**config.mk**
```make
export PLATFORM = sky130hd
export DESIGN_NAME = scer_reporter
export DESIGN_NICKNAME = d
export VERILOG_FILES = /design/src/scer_fifo.v /design/src/scer_reporter.v
export VERILOG_INCLUDE_DIRS = /design/src
export SDC_FILE = /design/constraint.sdc
export NUM_CORES = 1
export LEC_CHECK = 0
export ABC_CLOCK_PERIOD_IN_PS = 2750
export BUFFER_PORTS_ARGS = -buffer_cell sky130_fd_sc_hd__buf_4
export CAP_MARGIN = 25
export CORE_MARGIN = 4
export CORE_UTILIZATION = 50
export DETAILED_ROUTE_END_ITERATION = 16
export PLACE_DENSITY = 0.74
export SLEW_MARGIN = 15
export SYNTH_ARGS = -nofsm -noshare
export SYNTH_HDL_FRONTEND = slang
export SYNTH_HIERARCHICAL = 1
export SYNTH_SLANG_ARGS = --single-unit
```
**constraint.sdc**
```tcl
create_clock -name ref_clk -period 2.75 [get_ports ref_clk]
set_input_delay 0.4125 -clock ref_clk [delete_from_list [all_inputs] [get_ports ref_clk]]
set_output_delay 0.4125 -clock ref_clk [all_outputs]
set_load 0.05 [all_outputs]
```
**src/scer_regs.vh**
```
// constants for the serial channel error reporter
// assumes inclusion by plain verilog design files
`ifndef SCER_REGS_VH
`define SCER_REGS_VH
`define SCER_CODE_NONE 16'h0000
`define SCER_CODE_NO_RX_TMO 16'h7F40
`define SCER_CODE_RESP_TMO 16'h7F41
`define SCER_CODE_TX_TMO 16'h7F42
`define SCER_CODE_OVERRUN 16'h7F67
`define SCER_CODE_FRAMING 16'h7F68
`define SCER_CODE_PARITY 16'h7F69
`define SCER_CODE_BUF_FULL 16'h7F6A
`define SCER_CODE_CD_ERR 16'h7F6B
`define SCER_CODE_NO_LINE 16'h7F6C
`define SCER_PROTO_HOST 2'h0
`define SCER_PROTO_NONPROC 2'h1
`define SCER_PROTO_BIDIR 2'h2
`define SCER_PROTO_PREDEF 2'h3
`define SCER_FIFO_DEPTH 4
`define SCER_DATA_W 8
`endif

```
**src/scer_fifo.v**
```verilog
// small synchronous fifo with valid/ready on both sides
// assumes one clock ref_clk and async active-low reset
`timescale 1ns/1ps
module scer_fifo #(
  parameter WIDTH = 8,
  parameter DEPTH = 4,
  parameter AW = 2
) (
  // clock and reset
  input wire ref_clk,
  input wire rst_b,
  // fill side
  input wire in_valid,
  output wire in_ready,
  input wire [WIDTH-1:0] in_data,
  // drain side
  output wire out_valid,
  input wire out_ready,
  output wire [WIDTH-1:0] out_data
);
  reg [WIDTH-1:0] mem [0:DEPTH-1];
  reg [AW-1:0] wr_ptr;
  reg [AW-1:0] rd_ptr;
  reg [AW:0] count;
  wire do_wr;
  wire do_rd;
  assign in_ready = (count != DEPTH[AW:0]);
  assign out_valid = (count != {(AW+1){1'b0}});
  assign out_data = mem[rd_ptr];
  assign do_wr = in_valid & in_ready;
  assign do_rd = out_valid & out_ready;
  // pointers wrap at depth
  function [AW-1:0] bump;
    input [AW-1:0] p;
    begin
      if (p == DEPTH[AW-1:0] - 1'b1 || DEPTH == (1 << AW) && (&p))
        bump = {AW{1'b0}};
      else
        bump = p + 1'b1;
    end
  endfunction
  always @(posedge ref_clk) begin
    if (do_wr)
      mem[wr_ptr] <= in_data;
  end
  always @(posedge ref_clk or negedge rst_b) begin
    if (!rst_b) begin
      wr_ptr <= {AW{1'b0}};
      rd_ptr <= {AW{1'b0}};
      count <= {(AW+1){1'b0}};
    end else begin
      if (do_wr)
        wr_ptr <= bump(wr_ptr);
      if (do_rd)
        rd_ptr <= bump(rd_ptr);
      if (do_wr && !do_rd)
        count <= count + 1'b1;
      else if (do_rd && !do_wr)
        count <= count - 1'b1;
    end
  end
endmodule

```
**src/scer_reporter.v**
```verilog
// error detection and error-code reporting for one serial channel
// assumes receiver/transmitter/timers upstream give one-cycle event pulses
// Operation
// timer 0 timeout: 7F40, protocol indicator
// timer 1 timeout: 7F41, no indicator
// timer 2 timeout: 7F42, no indicator
// char before previous processed: overrun 7F67
// stop bits mismatch: framing 7F68
// parity mismatch: parity 7F69
// buffer overflow: drop data, 7F6A
// char with carrier off: 7F6B
// no line: refuse transmit, 7F6C
// clear request clears recorded error info
// host discards data after framing/parity
// host uses flow control, reads promptly
// partner sends only with carrier on
// multidrop stations interlock transmissions
// latch last code, hold indicator till clear
`timescale 1ns/1ps
`include "scer_regs.vh"
module scer_reporter #(
  parameter DATA_W = `SCER_DATA_W,
  parameter DEPTH = `SCER_FIFO_DEPTH
) (
  // clock and reset
  input wire ref_clk,
  input wire rst_b,
  // configuration
  input wire [1:0] protocol_mode,
  input wire carrier_detect_checking,
  input wire carrier_detect,
  input wire line_connected,
  // timer expiry pulses
  input wire no_rx_timeout,
  input wire resp_timeout,
  input wire tx_timeout,
  // receiver side
  input wire rx_char_valid,
  input wire [DATA_W-1:0] rx_char,
  input wire rx_busy,
  input wire rx_stop_bad,
  input wire rx_parity_bad,
  // transmit request
  input wire tx_req,
  // host side
  input wire error_clear_request,
  output reg host_rd_valid,
  input wire host_rd_ready,
  output reg [DATA_W-1:0] host_rd_data,
  output reg read_request,
  // reporting
  output reg [15:0] error_code,
  output reg protocol_error_indicator,
  output reg serial_io_error_indicator,
  output reg parity_error_indicator,
  output reg channel_error_indicator,
  output reg tx_grant
);
  // ***************************************************
  // protocol qualifiers
  // ***************************************************
  function proto_has;
    input [1:0] mode;
    input [3:0] mask;
    begin
      proto_has = mask[mode];
    end
  endfunction
  wire no_predef;
  wire host_bidir;
  // modes 0 to 2 run timers 0 and 2 and the line check
  localparam [3:0] MASK_NO_PREDEF = 4'h7;
  // only host-access and bidirectional wait for replies
  localparam [3:0] MASK_HOST_BIDIR = 4'h5;
  assign no_predef = proto_has(protocol_mode, MASK_NO_PREDEF);
  assign host_bidir = proto_has(protocol_mode, MASK_HOST_BIDIR);
  // ***************************************************
  // fifo sizing
  // ***************************************************
  // address bits needed for a fifo of n words
  function integer addr_bits;
    input integer n;
    integer k;
    begin
      addr_bits = 1;
      for (k = 2; k < n; k = k * 2)
        addr_bits = addr_bits + 1;
    end
  endfunction
  localparam FIFO_AW = addr_bits(DEPTH);
  // ***************************************************
  // receive path and fifo
  // ***************************************************
  wire fifo_in_ready;
  wire fifo_out_valid;
  wire [DATA_W-1:0] fifo_out_data;
  wire cd_bad;
  wire rx_keep;
  wire buf_full;
  wire pop;
  assign cd_bad = rx_char_valid & carrier_detect_checking & ~carrier_detect;
  assign rx_keep = rx_char_valid & ~cd_bad;
  assign buf_full = rx_keep & ~fifo_in_ready;
  assign pop = fifo_out_valid & (~host_rd_valid | host_rd_ready);
  scer_fifo #(
    .WIDTH(DATA_W),
    .DEPTH(DEPTH),
    .AW(FIFO_AW)
  ) u_fifo (
    .ref_clk(ref_clk),
    .rst_b(rst_b),
    .in_valid(rx_keep),
    .in_ready(fifo_in_ready),
    .in_data(rx_char),
    .out_valid(fifo_out_valid),
    .out_ready(pop),
    .out_data(fifo_out_data)
  );
  // ***************************************************
  // event detection
  // ***************************************************
  wire ev_norx;
  wire ev_resp;
  wire ev_txt;
  wire ev_ovr;
  wire ev_frm;
  wire ev_par;
  wire ev_line;
  assign ev_norx = no_rx_timeout & no_predef;
  assign ev_resp = resp_timeout & host_bidir;
  assign ev_txt = tx_timeout & no_predef;
  assign ev_ovr = rx_char_valid & rx_busy;
  assign ev_frm = rx_char_valid & rx_stop_bad;
  assign ev_par = rx_char_valid & rx_parity_bad;
  assign ev_line = tx_req & ~line_connected & no_predef;
  reg [15:0] next_code;
  reg next_any;
  always @* begin
    next_any = 1'b1;
    if (ev_line)
      next_code = `SCER_CODE_NO_LINE;
    else if (cd_bad)
      next_code = `SCER_CODE_CD_ERR;
    else if (buf_full)
      next_code = `SCER_CODE_BUF_FULL;
    else if (ev_par)
      next_code = `SCER_CODE_PARITY;
    else if (ev_frm)
      next_code = `SCER_CODE_FRAMING;
    else if (ev_ovr)
      next_code = `SCER_CODE_OVERRUN;
    else if (ev_txt)
      next_code = `SCER_CODE_TX_TMO;
    else if (ev_resp)
      next_code = `SCER_CODE_RESP_TMO;
    else if (ev_norx)
      next_code = `SCER_CODE_NO_RX_TMO;
    else begin
      next_code = error_code;
      next_any = 1'b0;
    end
  end
  // ***************************************************
  // sticky indicators
  // ***************************************************
  // a new event wins over a clear in the same cycle
  function sticky;
    input cur;
    input set;
    input clr;
    begin
      sticky = set | (cur & ~clr);
    end
  endfunction
  reg next_protocol_error_indicator;
  reg next_serial_io_error_indicator;
  reg next_parity_error_indicator;
  reg next_channel_error_indicator;
  always @* begin
    next_protocol_error_indicator = sticky(protocol_error_indicator,
      ev_norx, error_clear_request);
    next_serial_io_error_indicator = sticky(serial_io_error_indicator,
      ev_ovr | ev_frm | buf_full, error_clear_request);
    next_parity_error_indicator = sticky(parity_error_indicator,
      ev_par, error_clear_request);
    next_channel_error_indicator = sticky(channel_error_indicator,
      cd_bad | ev_line, error_clear_request);
  end
  // ***************************************************
  // latched code and indicators
  // ***************************************************
  always @(posedge ref_clk or negedge rst_b) begin
    if (!rst_b) begin
      error_code <= `SCER_CODE_NONE;
      protocol_error_indicator <= 1'b0;
      serial_io_error_indicator <= 1'b0;
      parity_error_indicator <= 1'b0;
      channel_error_indicator <= 1'b0;
      tx_grant <= 1'b0;
    end else begin
      if (next_any)
        error_code <= next_code;
      else if (error_clear_request)
        error_code <= `SCER_CODE_NONE;
      protocol_error_indicator <= next_protocol_error_indicator;
      serial_io_error_indicator <= next_serial_io_error_indicator;
      parity_error_indicator <= next_parity_error_indicator;
      channel_error_indicator <= next_channel_error_indicator;
      tx_grant <= tx_req & line_connected;
    end
  end
  // ***************************************************
  // host read port
  // ***************************************************
  always @(posedge ref_clk or negedge rst_b) begin
    if (!rst_b) begin
      host_rd_valid <= 1'b0;
      host_rd_data <= {DATA_W{1'b0}};
      read_request <= 1'b0;
    end else begin
      if (pop) begin
        host_rd_valid <= 1'b1;
        host_rd_data <= fifo_out_data;
      end else if (host_rd_ready)
        host_rd_valid <= 1'b0;
      read_request <= fifo_out_valid | (host_rd_valid & ~host_rd_ready);
    end
  end
endmodule

```
==> key figures <==
Status
  – Outcome: finished, final reports clean

Layout
  – Antenna cells: 0
  – Area Overhead vs Synth: 21.7%
  – Commonest non-fill, non-tap cells in the layout: buf_4 (53), edfxtp_1 (32), dfrtp_1 (28)
  – Final #Nets: 255
  – Proportion of layout cells with a drive suffix above 1: 0.421
  – Commonest non-fill, non-tap cell in the layout: buf_4

STA
  – Final worst slack: 524 ps
  – Tcrit/Tclk final: 0.809
  – Count of final setup violators: 0
  – Skew final: 6.26 ps
  – Highest Clock Rate: 449 MHz
  – RSZ-0062 raised after global routing: no
  – Final slew viol count: 0
  – Minimum clock period: 2230 ps
  – Worst slew margin: 0.590
  – Hold Fails Final Rpt: 0
  – Tightest Pin Transition: 615 ps
  – Setup TNS: 0 ps

GRT
  – Largest net degree at the start of global routing: 29
  – First-pass GRT wire length: 7.48 mm
  – Initial antenna violation count: 0
  – Vias in the first global route: 1495
  – Total GRT Usage: 0.160
  – Remaining global-route overflow: 0

Clock tree
  – Clock transition at the registers of the reported paths: 60 ps
  – Setup Fix Bufs, Post-CTS: 0
  – CTS tree: built
  – Num CTS Buffers: 9
  – Root buf cell: clkbuf_8
  – Clk buf depth: 2
  – Worst-Skew Late Latency: 330 ps
  – CTS H-tree depth: 3
  – Clock sinks: 60
  – Post-cts resize count: 0

Synth
  – Synthesized area: 0.00261 mm^2
  – Gate Count Post-Synth: 169
  – Yosys top cell area share: 0.368
  – FFs w/ async S/R, synth: 0.467
  – Yosys warning count: 6
  – Register bit count reported by yosys: 60
  – Cell variety after synth: 42
  – Largest area contributor in the netlist: edfxtp_1
  – Synth top area cells: edfxtp_1 (37%), dfrtp_1 (27%), mux4_2 (6.9%), mux2_2 (4.7%), buf_4 (2.9%)
  – Synth Flop Type: edfxtp_1
  – Sequential area share after synthesis: 0.637
  – Post-Syn Area per Cell: 15.4 um^2
  – Post-synth EDFFs: 32

Placement
  – GPL Wtd Cong: 0.832
  – Pre-CTS setup slack: 524 ps
  – Post-DP HPWL: 3.34 mm
  – IO buf count: 52

Setup path
  – Startpoint Class: flop
  – Worst setup EP type: flop
  – Critical path start-end classification: flop to flop
  – Worst path slowest cell: dfrtp_1
  – Worst EP required: 3000 ps
  – Buffers & Inverters on Critical Path: 2
  – Cells along the critical path: or3_4 -> nand2_1 -> inv_1 -> nand2_4 -> ha_1 -> inv_1 -> fa_1 -> xor2_1 -> nor2_1 -> xor2_1
  – WP data arrival: 2470 ps
  – R2R depth: 10
  – FF-to-FF Start: u_fifo/count[0]
  – Worst path top cell family by delay: simple AND/OR/NAND/NOR gates
  – RR Endpoint: u_fifo/count[2]
  – R2r setup slk: 520 ps
  – Slowest Stage Delay on Critical Path: 440 ps
  – Crit path max fanout: 4

Die
  – DIE AREA: 0.00644 mm^2
  – Initial Utilization: 0.514
  – I/O pins: 56
  – Row count: 26
  – Die Ht: 80.3 um
  – Die span in x: 80.3 um
  – Core Area: 0.00507 mm^2

Worst hold path
  – Hold path start: rx_char[1]
  – Worst hold path type: input port to flop
  – Hold endpoint: u_fifo/mem[1][1]
  – Hold path cells: 1

Drt
  – Pre-Repair DR Iteration Count: 4
  – Via count: 1542
  – Routed Wire Length: 4.63 mm
  – Drc violations: 0
  – Number of DRC markers in iteration 0: 44
  – Drt wl/cell: 15.6 um
  – Final ANT Viol Nets: 0
  – Vias/cell: 5.17

Pwr
  – Static Leak: 0.00132 uW
  – Pwr dens: 1000 mW/mm^2
  – Maximum vdd drop: 407 uV

Flow run
  – Max cap viols: 0
-- cell type report --
| class | instances | area, um^2 |
|---|---|---|
| clock inverters | 6 | 31.3 |
| clock buffers | 10 | 128 |
| fillers | 411 | 1900 |
| repair buffers | 54 | 408 |
| inverters | 9 | 36.3 |
| multi-input cells | 89 | 825 |
| well taps | 70 | 87.6 |
| flip-flops and latches | 60 | 1660 |
-- how the worst max path moves through the flow --
| stage | to | depth (start not counted) | start |
|---|---|---|---|
| 3_3_place_gp | u_fifo/count[2] | 10 | carrier_detect_checking |
| 6_report | u_fifo/count[2] | 10 | u_fifo/count[0] |
| 5_1_grt | u_fifo/count[2] | 10 | u_fifo/count[0] |
| 2_1_floorplan | u_fifo/count[2] | 10 | u_fifo/count[0] |
| 4_1_cts | u_fifo/count[2] | 10 | u_fifo/count[0] |
| 3_5_place_dp | u_fifo/count[2] | 10 | carrier_detect_checking |
-- report_power, final --
part	leakage [uW]	switching, uW	total, uW	internal [uW]
clock	0.0000832	314	631	316
combinational	0.000624	664	1200	533
sequential	0.000614	183	1360	1180
-- repair_timing --
item | CTS | global route
setup endpoints to repair | 0 | 0
hold endpoints to repair | 15 | 0
hold buffers | 1 | 0
-- cells by family (layout without fill, tap and decap cells) --
kind of cell	count (synthesis)	count (layout)	share of synthesized area
compound gates	25	25	0.0705
xor+xnor	3	3	0.0101
fa+ha+maj	7	7	0.0364
buf+inv	22	79	0.0503
flops	60	60	0.637
mux	21	21	0.128
other cells	1	3	0.00144
simple gates	30	30	0.0666
-- Yosys cell counts (2+ instances only) --
cell type	count
xor2_1	2
ha_1	6
mux2_2	11
a22o_2	2
buf_4	10
nand2b_1	5
nor2_1	6
nand2_1	7
mux2_4	2
inv_1	8
o21ai_0	6
edfxtp_1	32
dfrtp_1	28
a21oi_1	4
and2_1	5
a32o_1	2
mux4_2	8
-- worst reg2reg max path, cell delays in order (launching register included) --
cell     delay, ps
dfrtp_1        440
or3_4          440
nand2_1         90
inv_1           70
nand2_4         80
ha_1           180
inv_1           60
fa_1           370
xor2_1         160
nor2_1         110
xor2_1         160
-- registers in the layout (all words and copies together) (netlist names) --
signal and count:
u_fifo/mem 32, host_rd_data 8, error_code 6, u_fifo/count 3
u_fifo/rd_ptr 2, u_fifo/wr_ptr 2, channel_error_indicator 1, host_rd_valid 1
parity_error_indicator 1, protocol_error_indicator 1, read_request 1, serial_io_error_indicator 1
tx_grant 1
-- per-layer routing --
layer,GRT usage,up-vias,wire length (um),share of wire
li1,-,719,-,-
met1,0.202,768,1950,0.42
met2,0.248,47,2380,0.51
met3,0.0617,8,253,0.055
met4,0.0608,0,51,0.011
met5,0,-,0,0
-- metrics by stage --
stage / instances / cell area [um^2] / power, uW / hold slack (ps) / util
CTS: 298 / 3180 / 3230 / 271 / 0.626
detailed placement: 281 / 3010 / 2590 / 356 / 0.593
global route: 298 / 3180 / 3380 / 267 / 0.626
finish: 298 / 3180 / 3190 / 284 / 0.626
global placement: 281 / 3010 / 2550 / 358 / 0.593
floorplan: 171 / 2620 / 2250 / 117 / -
Note: power is estimated with default switching activity, not from simulation.
